==> src/hw/rft_map.svh <==
/*
 Register offsets, field positions, reset values and clock rates of the
 timer control block. Definitions only; included by the timer control module alone.
*/
`ifndef RFT_MAP_SVH
`define RFT_MAP_SVH

`define RFT_ADDR_RUN       8'h0e
`define RFT_ADDR_CFG       8'h0f
`define RFT_ADDR_RLD_HI    8'h10
`define RFT_ADDR_RLD_LO    8'h11
`define RFT_ADDR_CNT_HI    8'h12
`define RFT_ADDR_CNT_LO    8'h13
`define RFT_ADDR_IRQ_STAT  8'h20
`define RFT_ADDR_IRQ_MASK  8'h21

`define RFT_RUN_FLAG_LSB   4
`define RFT_CFG_HALT_RX    7
`define RFT_CFG_MODE_HI    5
`define RFT_CFG_MODE_LO    4
`define RFT_CFG_AUTO       3
`define RFT_CFG_CLK_HI     1
`define RFT_CFG_CLK_LO     0
`define RFT_CFG_WMASK      8'hbb
`define RFT_CFG_RESET      8'h00
`define RFT_RLD_RESET      8'h00
`define RFT_CNT_RESET      16'h0000
`define RFT_IRQ_UNDERFLOW  0
`define RFT_IRQ_HW_STOP    1
`define RFT_IRQ_RESET      2'h0
`define RFT_RDATA_ZERO     8'h00

`define RFT_CLK_HZ         125000000
`define RFT_FAST_HZ        13560000
`define RFT_SLOW_HZ        211875

`endif

==> src/hw/rft_pkg.sv <==
/*
 Types shared by the timer control block: timer 0 state, start modes and
 count clock selections. Assumes nothing of its surroundings.
*/
package rft_pkg;

   typedef enum logic [1:0]
   {
      T0_IDLE  = 2'b01,
      T0_COUNT = 2'b10
   } rft_t0_state_t;

   typedef enum logic [1:0]
   {
      START_NONE      = 2'h0,
      START_TX_END    = 2'h1,
      START_TRIM_FREE = 2'h2,
      START_TRIM_UF   = 2'h3
   } rft_start_mode_t;

   typedef enum logic [1:0]
   {
      CLK_FAST   = 2'h0,
      CLK_SLOW   = 2'h1,
      CLK_T2_UF  = 2'h2,
      CLK_T1_UF  = 2'h3
   } rft_clk_sel_t;

endpackage

==> src/hw/rft_rate_gen.sv <==
/*
 Fractional rate generator: a phase accumulator that emits a one-cycle enable
 at an average rate of INC / 2**ACC_W of the clock. Assumes one clock domain.
*/
`timescale 1ns/1ps
`default_nettype none

module rft_rate_gen #(
   parameter int               ACC_W = 24,
   parameter logic [ACC_W-1:0] INC   = '0
) (
   input  wire logic i_clk,
   input  wire logic i_rst_n,
   output var  logic o_en
);

   // Enables jitter by one clock period; only the average rate is exact.
   logic [ACC_W-1:0] acc_reg;
   logic [ACC_W-1:0] acc_next;
   logic             en_next;

   always_comb
   begin
      {en_next, acc_next} = {1'b0, acc_reg} + {1'b0, INC};
   end

   always_ff @(posedge i_clk or negedge i_rst_n)
   begin
      if (!i_rst_n)
      begin
         acc_reg <= '0;
         o_en    <= 1'b0;
      end
      else
      begin
         acc_reg <= acc_next;
         o_en    <= en_next;
      end
   end

endmodule

`default_nettype wire

==> src/hw/rft_sync.sv <==
/*
 Two flip-flop synchroniser for levels that arrive from outside the clock
 domain. Assumes the inputs are levels held for at least two clock periods.
*/
`timescale 1ns/1ps
`default_nettype none

module rft_sync #(
   parameter int W = 1
) (
   input  wire logic         i_clk,
   input  wire logic         i_rst_n,
   input  wire logic [W-1:0] i_async,
   output var  logic [W-1:0] o_sync
);

   logic [W-1:0] meta_reg;
   logic [W-1:0] meta_next;
   logic [W-1:0] sync_next;

   always_comb
   begin
      meta_next = i_async;
      sync_next = meta_reg;
   end

   always_ff @(posedge i_clk or negedge i_rst_n)
   begin
      if (!i_rst_n)
      begin
         meta_reg <= '0;
         o_sync   <= '0;
      end
      else
      begin
         meta_reg <= meta_next;
         o_sync   <= sync_next;
      end
   end

endmodule

`default_nettype wire

==> src/hw/rft_timer_ctrl.sv <==
/*
 Timer control block: the shared run control register of four timers and the
 full count logic of timer 0, with reload, auto-restart, stop on receive,
 oscillator trimming, clock selection and an underflow interrupt.
 Assumes a register master on the same clock, receiver and transmitter events
 as one-cycle pulses on the same clock, and underflow pulses from timers 1
 and 2. The low-frequency oscillator arrives on a pin and is synchronised.
*/

`timescale 1ns/1ps
`default_nettype none

`include "rft_map.svh"

module rft_timer_ctrl #(
   parameter int ACC_W = 24
) (
   input  wire logic       I_REF_CLK,
   input  wire logic       I_RESET_N,
   input  wire logic [7:0] I_ADDR,
   input  wire logic [7:0] I_WDATA,
   input  wire logic       I_WR,
   input  wire logic       I_RD,
   input  wire logic       I_TX_END,
   input  wire logic       I_RX_FIRST_BITS,
   input  wire logic       I_LFO,
   input  wire logic       I_T1_UNDERFLOW,
   input  wire logic       I_T2_UNDERFLOW,
   input  wire logic [3:1] I_TIMER_DONE,
   output var  logic [7:0] O_RDATA,
   output var  logic       O_IRQ,
   output var  logic [3:0] O_TIMER_RUN,
   output var  logic       O_T0_UNDERFLOW
);

   localparam longint unsigned FAST_INC_L =
      (longint'(`RFT_FAST_HZ) << ACC_W) / longint'(`RFT_CLK_HZ);
   localparam longint unsigned SLOW_INC_L =
      (longint'(`RFT_SLOW_HZ) << ACC_W) / longint'(`RFT_CLK_HZ);
   localparam logic [ACC_W-1:0] FAST_INC = FAST_INC_L[ACC_W-1:0];
   localparam logic [ACC_W-1:0] SLOW_INC = SLOW_INC_L[ACC_W-1:0];

   logic fast_en;
   logic slow_en;
   logic lfo_sync;

   rft_rate_gen #(
      .ACC_W (ACC_W),
      .INC   (FAST_INC)
   ) u_fast (
      .i_clk   (I_REF_CLK),
      .i_rst_n (I_RESET_N),
      .o_en    (fast_en)
   );

   rft_rate_gen #(
      .ACC_W (ACC_W),
      .INC   (SLOW_INC)
   ) u_slow (
      .i_clk   (I_REF_CLK),
      .i_rst_n (I_RESET_N),
      .o_en    (slow_en)
   );

   rft_sync #(
      .W (1)
   ) u_lfo_sync (
      .i_clk   (I_REF_CLK),
      .i_rst_n (I_RESET_N),
      .i_async (I_LFO),
      .o_sync  (lfo_sync)
   );

   // Register state.
   rft_pkg::rft_t0_state_t t0_state_reg;
   rft_pkg::rft_t0_state_t t0_state_next;
   logic [15:0]            count_reg;
   logic [15:0]            count_next;
   logic [3:1]             run_reg;
   logic [3:1]             run_next;
   logic [7:0]             cfg_reg;
   logic [7:0]             cfg_next;
   logic [7:0]             rld_hi_reg;
   logic [7:0]             rld_hi_next;
   logic [7:0]             rld_lo_reg;
   logic [7:0]             rld_lo_next;
   logic [1:0]             stat_reg;
   logic [1:0]             stat_next;
   logic [1:0]             mask_reg;
   logic [1:0]             mask_next;
   logic                   lfo_prev_reg;
   logic [7:0]             rdata_next;
   logic                   irq_next;
   logic                   uf_next;
   logic [3:0]             run_out_next;

   // Decoded controls and timer 0 events.
   rft_pkg::rft_start_mode_t mode;
   rft_pkg::rft_clk_sel_t    clk_sel;
   logic                     trim;
   logic                     tick;
   logic                     lfo_rise;
   logic                     start_ev;
   logic                     stop_ev;
   logic                     hw_stop;
   logic                     run_wr;

   always_comb
   begin
      mode     = rft_pkg::rft_start_mode_t'(cfg_reg[`RFT_CFG_MODE_HI:`RFT_CFG_MODE_LO]);
      clk_sel  = rft_pkg::rft_clk_sel_t'(cfg_reg[`RFT_CFG_CLK_HI:`RFT_CFG_CLK_LO]);
      trim     = (mode == rft_pkg::START_TRIM_FREE) || (mode == rft_pkg::START_TRIM_UF);
      lfo_rise = lfo_sync && !lfo_prev_reg;
      run_wr   = I_WR && (I_ADDR == `RFT_ADDR_RUN);

      unique case (clk_sel)
         rft_pkg::CLK_FAST:  tick = fast_en;
         rft_pkg::CLK_SLOW:  tick = slow_en;
         rft_pkg::CLK_T2_UF: tick = I_T2_UNDERFLOW;
         rft_pkg::CLK_T1_UF: tick = I_T1_UNDERFLOW;
      endcase

      cfg_next    = cfg_reg;
      rld_hi_next = rld_hi_reg;
      rld_lo_next = rld_lo_reg;
      mask_next   = mask_reg;
      if (I_WR)
      begin
         unique case (I_ADDR)
            `RFT_ADDR_CFG:      cfg_next = I_WDATA & `RFT_CFG_WMASK;
            `RFT_ADDR_RLD_HI:   rld_hi_next = I_WDATA;
            `RFT_ADDR_RLD_LO:   rld_lo_next = I_WDATA;
            `RFT_ADDR_IRQ_MASK: mask_next = I_WDATA[1:0];
            default:            cfg_next = cfg_reg;
         endcase
      end

      // Timer 0 count and automatic events.
      start_ev   = 1'b0;
      stop_ev    = 1'b0;
      hw_stop    = 1'b0;
      uf_next    = 1'b0;
      count_next = count_reg;
      if ((t0_state_reg == rft_pkg::T0_COUNT) && tick)
      begin
         if (count_reg == 16'h0000)
         begin
            // Trimming without underflow simply parks the count at zero.
            if (mode != rft_pkg::START_TRIM_FREE)
            begin
               uf_next = 1'b1;
               if (cfg_reg[`RFT_CFG_AUTO])
                  count_next = {rld_hi_reg, rld_lo_reg};
               else
                  hw_stop = 1'b1;
            end
         end
         else
         begin
            count_next = count_reg - 16'h0001;
         end
      end

      if (cfg_reg[`RFT_CFG_HALT_RX] && !trim && I_RX_FIRST_BITS &&
          (t0_state_reg == rft_pkg::T0_COUNT))
         hw_stop = 1'b1;

      if ((mode == rft_pkg::START_TX_END) && I_TX_END &&
          (t0_state_reg == rft_pkg::T0_IDLE))
         start_ev = 1'b1;

      if (trim && lfo_rise)
      begin
         if (t0_state_reg == rft_pkg::T0_IDLE)
            start_ev = 1'b1;
         else
            hw_stop = 1'b1;
      end

      stop_ev = hw_stop;
      // A software start or stop overrides any automatic event of the cycle.
      if (run_wr && I_WDATA[0])
      begin
         start_ev = I_WDATA[`RFT_RUN_FLAG_LSB];
         stop_ev  = !I_WDATA[`RFT_RUN_FLAG_LSB];
      end

      t0_state_next = t0_state_reg;
      if (stop_ev)
      begin
         t0_state_next = rft_pkg::T0_IDLE;
      end
      else if (start_ev)
      begin
         t0_state_next = rft_pkg::T0_COUNT;
         count_next    = {rld_hi_reg, rld_lo_reg};
      end

      // Running flags of timers 1 to 3; a masked write beats a done pulse.
      for (int i = 1; i < 4; i++)
      begin
         run_next[i] = run_reg[i];
         if (run_wr && I_WDATA[i])
            run_next[i] = I_WDATA[i + `RFT_RUN_FLAG_LSB];
         else if (I_TIMER_DONE[i])
            run_next[i] = 1'b0;
      end

      // Sticky status: a new event wins over a same-cycle write-one clear.
      stat_next = stat_reg;
      if (I_WR && (I_ADDR == `RFT_ADDR_IRQ_STAT))
         stat_next = stat_reg & ~I_WDATA[1:0];
      if (uf_next)
         stat_next[`RFT_IRQ_UNDERFLOW] = 1'b1;
      if (hw_stop)
         stat_next[`RFT_IRQ_HW_STOP] = 1'b1;
      irq_next = |(stat_next & mask_next);

      run_out_next = {run_next, t0_state_next == rft_pkg::T0_COUNT};

      rdata_next = `RFT_RDATA_ZERO;
      if (I_RD)
      begin
         unique case (I_ADDR)
            `RFT_ADDR_RUN:
               rdata_next = {run_reg, t0_state_reg == rft_pkg::T0_COUNT, 4'h0};
            `RFT_ADDR_CFG:      rdata_next = cfg_reg;
            `RFT_ADDR_RLD_HI:   rdata_next = rld_hi_reg;
            `RFT_ADDR_RLD_LO:   rdata_next = rld_lo_reg;
            // The count is live; reading it during reception is not coherent.
            `RFT_ADDR_CNT_HI:   rdata_next = count_reg[15:8];
            `RFT_ADDR_CNT_LO:   rdata_next = count_reg[7:0];
            `RFT_ADDR_IRQ_STAT: rdata_next = {6'h00, stat_reg};
            `RFT_ADDR_IRQ_MASK: rdata_next = {6'h00, mask_reg};
            default:            rdata_next = `RFT_RDATA_ZERO;
         endcase
      end
   end

   always_ff @(posedge I_REF_CLK or negedge I_RESET_N)
   begin
      if (!I_RESET_N)
      begin
         t0_state_reg   <= rft_pkg::T0_IDLE;
         count_reg      <= `RFT_CNT_RESET;
         run_reg        <= 3'h0;
         cfg_reg        <= `RFT_CFG_RESET;
         rld_hi_reg     <= `RFT_RLD_RESET;
         rld_lo_reg     <= `RFT_RLD_RESET;
         stat_reg       <= `RFT_IRQ_RESET;
         mask_reg       <= `RFT_IRQ_RESET;
         lfo_prev_reg   <= 1'b0;
         O_RDATA        <= `RFT_RDATA_ZERO;
         O_IRQ          <= 1'b0;
         O_TIMER_RUN    <= 4'h0;
         O_T0_UNDERFLOW <= 1'b0;
      end
      else
      begin
         t0_state_reg   <= t0_state_next;
         count_reg      <= count_next;
         run_reg        <= run_next;
         cfg_reg        <= cfg_next;
         rld_hi_reg     <= rld_hi_next;
         rld_lo_reg     <= rld_lo_next;
         stat_reg       <= stat_next;
         mask_reg       <= mask_next;
         lfo_prev_reg   <= lfo_sync;
         O_RDATA        <= rdata_next;
         O_IRQ          <= irq_next;
         O_TIMER_RUN    <= run_out_next;
         O_T0_UNDERFLOW <= uf_next;
      end
   end

endmodule

`default_nettype wire
==> config.mk <==
export PLATFORM = sky130hd
export DESIGN_NAME = rft_timer_ctrl
export DESIGN_NICKNAME = d
export VERILOG_FILES = /design/src/hw/rft_pkg.sv /design/src/hw/rft_rate_gen.sv /design/src/hw/rft_sync.sv /design/src/hw/rft_timer_ctrl.sv
export VERILOG_INCLUDE_DIRS = /design/src /design/src/hw
export SDC_FILE = /design/constraint.sdc
export NUM_CORES = 1
export LEC_CHECK = 0
export ABC_CLOCK_PERIOD_IN_PS = 2900
export BUFFER_PORTS_ARGS = -buffer_cell sky130_fd_sc_hd__buf_2
export CORE_MARGIN = 2
export CORE_UTILIZATION = 60
export CTS_CLUSTER_DIAMETER = 100
export DETAILED_ROUTE_END_ITERATION = 6
export PLACE_DENSITY = 0.81
export SETUP_SLACK_MARGIN = 0.05
export SYNTH_ARGS = -nofsm -noshare
export SYNTH_HDL_FRONTEND = slang
export SYNTH_HIERARCHICAL = 1
export SYNTH_SLANG_ARGS = --single-unit
==> constraint.sdc <==
create_clock -name I_REF_CLK -period 2.9 [get_ports I_REF_CLK]
set_input_delay 0 -clock I_REF_CLK [delete_from_list [all_inputs] [get_ports I_REF_CLK]]
set_output_delay 0 -clock I_REF_CLK [all_outputs]
set_load 0.02 [all_outputs]
# Word-level counts from Yosys, hierarchy flattened
# Index checks and enable logic that the tools add are counted.
[classes] addsub=3 n_mul=0 n_div=0 magnitude_cmp=0 n_eq_ne=18 shift=0 n_mux=37 bitwise=3 reduce_logical=24
[ops] op="$mux W16" n=6
[ops] op="$pmux W8 S8" n=1
[ops] op="$eq A8 B5 Y1 const B" n=4
[ops] op="$add A24 B15 Y25 const B" n=1
[ops] op="$add A24 B21 Y25 const B" n=1
[ops] op="$mux W1" n=23
[ops] op="$eq A8 B4 Y1 const B" n=2
[ops] op="$eq A8 B6 Y1 const B" n=2
[ops] op="$logic_not A16 Y1" n=1
[ops] op="$sub A16 B1 Y16 const B" n=1
[ops] op="$logic_and A1 B1 Y1" n=14
[ops] op="$eq A2 B2 Y1 const B" n=6
[ops] op="$mux W2" n=5
[ops] op="$mux W8" n=1
[ops] op="$eq A2 B1 Y1 const B" n=3
[ops] op="$reduce_and A2 Y1" n=3
[ops] op="$and A2 B2 Y2" n=2
[ops] op="$pmux W1 S4" n=1
[ops] op="$logic_not A1 Y1" n=3
[ops] op="$logic_not A2 Y1" n=1
[ops] op="$ne A2 B2 Y1 const B" n=1
[ops] op="$not A2 Y2" n=1
[ops] op="$reduce_or A2 Y1" n=1
[ops] op="$logic_or A1 B1 Y1" n=1
[word_totals] reg_bits=114 latchBits=0 ram_bits=0 romBits=0 inputBits=28 out_inout_bits=14 word_cells=104 n_memories=0

# Longest topological paths before layout
[depth] word_depth=12 depth_mapped=9 depth_no_buf=8

# Hierarchy
# Netlist, hierarchy kept.
[modules_own_cells] module="rft_timer_ctrl" n_inst=1 cells_each=326 area_per_inst_um2=3392.0 seq_area_each_um2=1477.7
[modules_own_cells] module="rft_rate_gen at u_slow" n_inst=1 cells_each=95 area_per_inst_um2=1092.3 seq_area_each_um2=625.6
[modules_own_cells] module="rft_rate_gen at u_fast" n_inst=1 cells_each=84 area_per_inst_um2=996.0 seq_area_each_um2=550.5
[modules_own_cells] module="rft_sync" n_inst=1 cells_each=2 area_per_inst_um2=50.0 seq_area_each_um2=50.0

# Worst setup path before layout
# Ideal clock, no wire load.
[synth_timing] path_type="reg2reg" startpoint="register count_reg[0]" endpoint="register count_reg[2]" setup_time_ns=0.121 arrival_time_ns=1.978 required_time_ns=2.779 path_slack_ns=0.801 path_stages_with_launch=8 path_buffers=0 synth_period_minus_slack_ns=2.099 path_cell_list="dfrtp_1 -> inv_1 -> ha_1 -> nor4b_1 -> nand4_1 -> o31ai_1 -> a21oi_1 -> a22o_1"
[synth_between] elab_chain_len=8 word_cells_on_any_way=12 cone_classes="add/sub (1); mux (10); reduce/logical (1)"
[synth_rtl] item="from (decl)" line_no="rft_timer_ctrl.sv:77" rtl="logic [15:0] count_reg;"
[synth_rtl] item="from (signal assigned)" line_no="rft_timer_ctrl.sv:245" rtl="count_reg <= `RFT_CNT_RESET;"
[synth_rtl] item="from (signal assigned)" line_no="rft_timer_ctrl.sv:261" rtl="count_reg <= count_next;"
[synth_rtl] item="parallel branches: the longest is 7 deep, another holds $sub A16 B1 Y16"
[synth_rtl] item="$mux W16 *" line_no="rft_timer_ctrl.sv:189" rtl="if (stop_ev)"
[synth_rtl] item="named net count_next[2]" line_no="rft_timer_ctrl.sv:78" rtl="logic [15:0] count_next;"
# Mark *: on every way through the listed nets, which the timed path passes.
# A chain may end at the register's enable or synchronous reset.

# Worst setup path after layout
[layout_timing] startpoint="register count_reg[0]" endpoint="register count_reg[6]"
# The elaborated chain is that of the path after synthesis.

==> flow_metrics.tcl <==
set metrics [dict create \
    worst_setup_hold_path_clk_slew_ps 110 \
    worst-setup-path-type "flop to flop" \
    synth_adder_area_share 0.00905 \
    core_area_sq_um 9110 \
    muxShareOfSynthArea 0.106 \
    commonest_register_cell_after_synthesis "sky130_fd_sc_hd__dfrtp_1" \
    synth_compound_area_frac 0.151 \
    synth_async_sr_flop_share 1.00 \
    multi_input_area_sq_um 2700 \
    largest_reg_flops 24 \
    drive_gt1_frac 0.215 \
    register_area_sq_um 2700 \
    flops_latches_synth 108 \
    synth.yosys.warnings 6 \
    wire_per_inst_um 19.1 \
    synth_cells 507 \
    synth.yosys.seq_area_share 0.489 \
    fp.dieH_um 100 \
    clk_latency_ps 370 \
    synthDistinctLibCells 71 \
    h-tree-depth 3 \
    tritoncts_clock_tree "yes" \
    max-slew-margin-rel 0.534 \
    hold_removal_path_class "input port to flop" \
    drv_slew 0 \
    synth-edff-count 0 \
    timing.critical_path.arrival_ps 2660 \
    synth_simple_gate_area_share 0.165 \
    antennaDiodeCount 0 \
    finalCritPeriodShare 0.818 \
    grt_max_degree 56 \
    cp-end-kind "flop" \
    portBuffers 41 \
    drt_first_iter_violations 268 \
    vdd_drop_max_mv 0.296 \
    rsz0062_at_grt "no" \
    timing.max_cap.violations 0 \
    path_max_fanout 12 \
    global_route.usage.total 0.278 \
    rows 35 \
    post_synth.cell_area_avg_sq_um 10.9 \
    fin_worst_skew_ps 12.6 \
    layout_min_cycle_time_ps 2370 \
    cts_setup_buffers 0 \
    max_freq_ghz 0.422 \
    grt.overflow.total 0 \
    worst_hold_slack_ps 67.9 \
    fin_tns_setup_ps 0 \
    startpoint_type "flop" \
    total_setup_violations_reported_at_the_end_of_the_flow 0 \
    cp_data_required_time_ps 3190 \
    finalInstanceArea_sq_um 6220 \
    leakage_nw 2.76 \
    first_global_vias 4203 \
    first_pass_grt_wire_length_mm 21.6 \
    tritoncts_num_sinks 108 \
    placedInstanceArea_sq_um 5870 \
    worst_slew_pin_slew_ps 696 \
    detail_route.vias_per_cell 6.32 \
    clock_path_buffers 2 \
    status "completed" \
    dp_hpwl_mm 9.19 \
    final-hold-violation-count 0 \
    fp.dieW_um 100 \
    synth_xor_xnor_area_share 0.0570 \
    synthesis.area_sq_um 5530 \
    syn_nets 539 \
    ctsRootBufferMaster "sky130_fd_sc_hd__clkbuf_8" \
    area_growth_pct 12.5 \
    final-instance-count-excl-fill 679 \
    initial_core_util 0.607 \
    top_level_ports 42 \
    cts_buffers 9 \
    fill_cells 692 \
    place_congestion 0.987 \
    die_area_sq_um 10000 \
    drc 0 \
    largest_family_of_logic_cells_by_synthesized_area "simple AND/OR/NAND/NOR gates" \
    power_density_nw_per_um2 519 \
    routed-via-count 4290 \
    antenna_violations_before_repair 0 \
    fin_nets 595 \
    drt_first_pass_iters 5 \
    post-place-cells 650 \
    drt-total-wl_mm 13.0 \
    ant_nets 0 \
]
[power by group]
group          leakage, nW  switching, mW  internal [mW]
registers             1.39          0.132           1.60
clock network        0.112          0.543          0.441
logic                 1.25          0.278          0.231
total                 2.76          0.954           2.27
[cells by family (layout without fill, tap and decap cells)]
logic type / after synthesis / after routing
mux: 45 / 45
simple gates: 167 / 167
compound gates: 116 / 116
fa+ha+maj: 4 / 4
xor+xnor: 36 / 36
flops: 108 / 108
buf+inv: 31 / 92
[final timing paths]
path,from,to,slack (ps),cells after the start
worst max-delay path,count_reg[0],count_reg[6],530,8
worst min-delay path,I_WR,run_reg[1],70,3
worst max register to register,count_reg[0],count_reg[6],530,8
worst min register to register,u_lfo_sync/meta_reg,u_lfo_sync/o_sync,380,0
max in group asynchronous,I_RESET_N,count_reg[9],1960,3
min in group asynchronous,I_RESET_N,count_reg[4],210,2
[metrics by stage]
step	util	power (mW)	worst slack, ps
floorplan	-	2.03	801
global placement	0.644	2.22	547
detailed placement	0.644	2.24	449
CTS	0.682	3.23	315
global route	0.683	3.37	355
finish	0.683	3.23	528
[metal layers]
layer  global-route usage  wire [um]  vias to the layer above
met2                0.434       6190                      190
met1                0.375       5460                     2086
met5                    0          0                        -
met4                0.123        473                        0
li1                     -          -                     1979
met3               0.0627        826                       35
[cell usage in the layout, fill, tap and decap left out, types with 7 or more instances in the layout]
master / n
sky130_fd_sc_hd__a21oi_1: 24
sky130_fd_sc_hd__nand2_1: 32
sky130_fd_sc_hd__clkbuf_8: 10
sky130_fd_sc_hd__nor3_1: 16
sky130_fd_sc_hd__mux2i_1: 10
sky130_fd_sc_hd__dfrtp_1: 107
sky130_fd_sc_hd__xnor2_1: 24
sky130_fd_sc_hd__mux2_2: 27
sky130_fd_sc_hd__dlygate4sd3_1: 13
sky130_fd_sc_hd__a22oi_1: 8
sky130_fd_sc_hd__inv_1: 15
sky130_fd_sc_hd__nor2_1: 41
sky130_fd_sc_hd__buf_4: 7
sky130_fd_sc_hd__nand3_1: 13
sky130_fd_sc_hd__xor2_1: 12
sky130_fd_sc_hd__buf_2: 40
sky130_fd_sc_hd__o21ai_0: 21
sky130_fd_sc_hd__mux4_2: 8
sky130_fd_sc_hd__nor2b_1: 8
sky130_fd_sc_hd__nand4_1: 8
[worst max-delay path, cell delays in order, from the launching register on]
cell	delay (ps)
sky130_fd_sc_hd__dfrtp_1	440
sky130_fd_sc_hd__inv_1	140
sky130_fd_sc_hd__ha_1	180
sky130_fd_sc_hd__nor4b_2	410
sky130_fd_sc_hd__and4_1	420
sky130_fd_sc_hd__buf_4	240
sky130_fd_sc_hd__mux2i_1	190
sky130_fd_sc_hd__o21ai_0	100
sky130_fd_sc_hd__a31oi_1	180
[repair_timing]
item	4_1_cts	5_1_grt
hold endpoints to repair	80	0
gates resized for setup	0	1
hold buffers	13	0
setup endpoints to repair	0	4
[cell usage after synthesis, drive strengths merged (10+ instances only)]
| cell type | instances | area, sq um |
|---|---|---|
| dfrtp | 107 | 2680 |
| xnor2 | 24 | 210 |
| a21oi | 25 | 136 |
| nor2 | 42 | 160 |
| mux2 | 27 | 304 |
| mux2i | 10 | 100 |
| xor2 | 12 | 105 |
| nand2 | 32 | 120 |
| nor3 | 17 | 96.4 |
| nand3 | 14 | 75.1 |
| buf | 10 | 52.6 |
| inv | 15 | 56.3 |
| o21ai | 25 | 136 |
[final cells by class]
type | count | share of cell area
multi-input cells | 368 | 0.434
clock inverters | 6 | 0.0129
flip-flops and latches | 108 | 0.435
well taps | 111 | 0.0223
inverters | 15 | 0.00905
clock buffers | 10 | 0.0221
repair buffers | 61 | 0.0648
(Power assumes the default switching activity.)
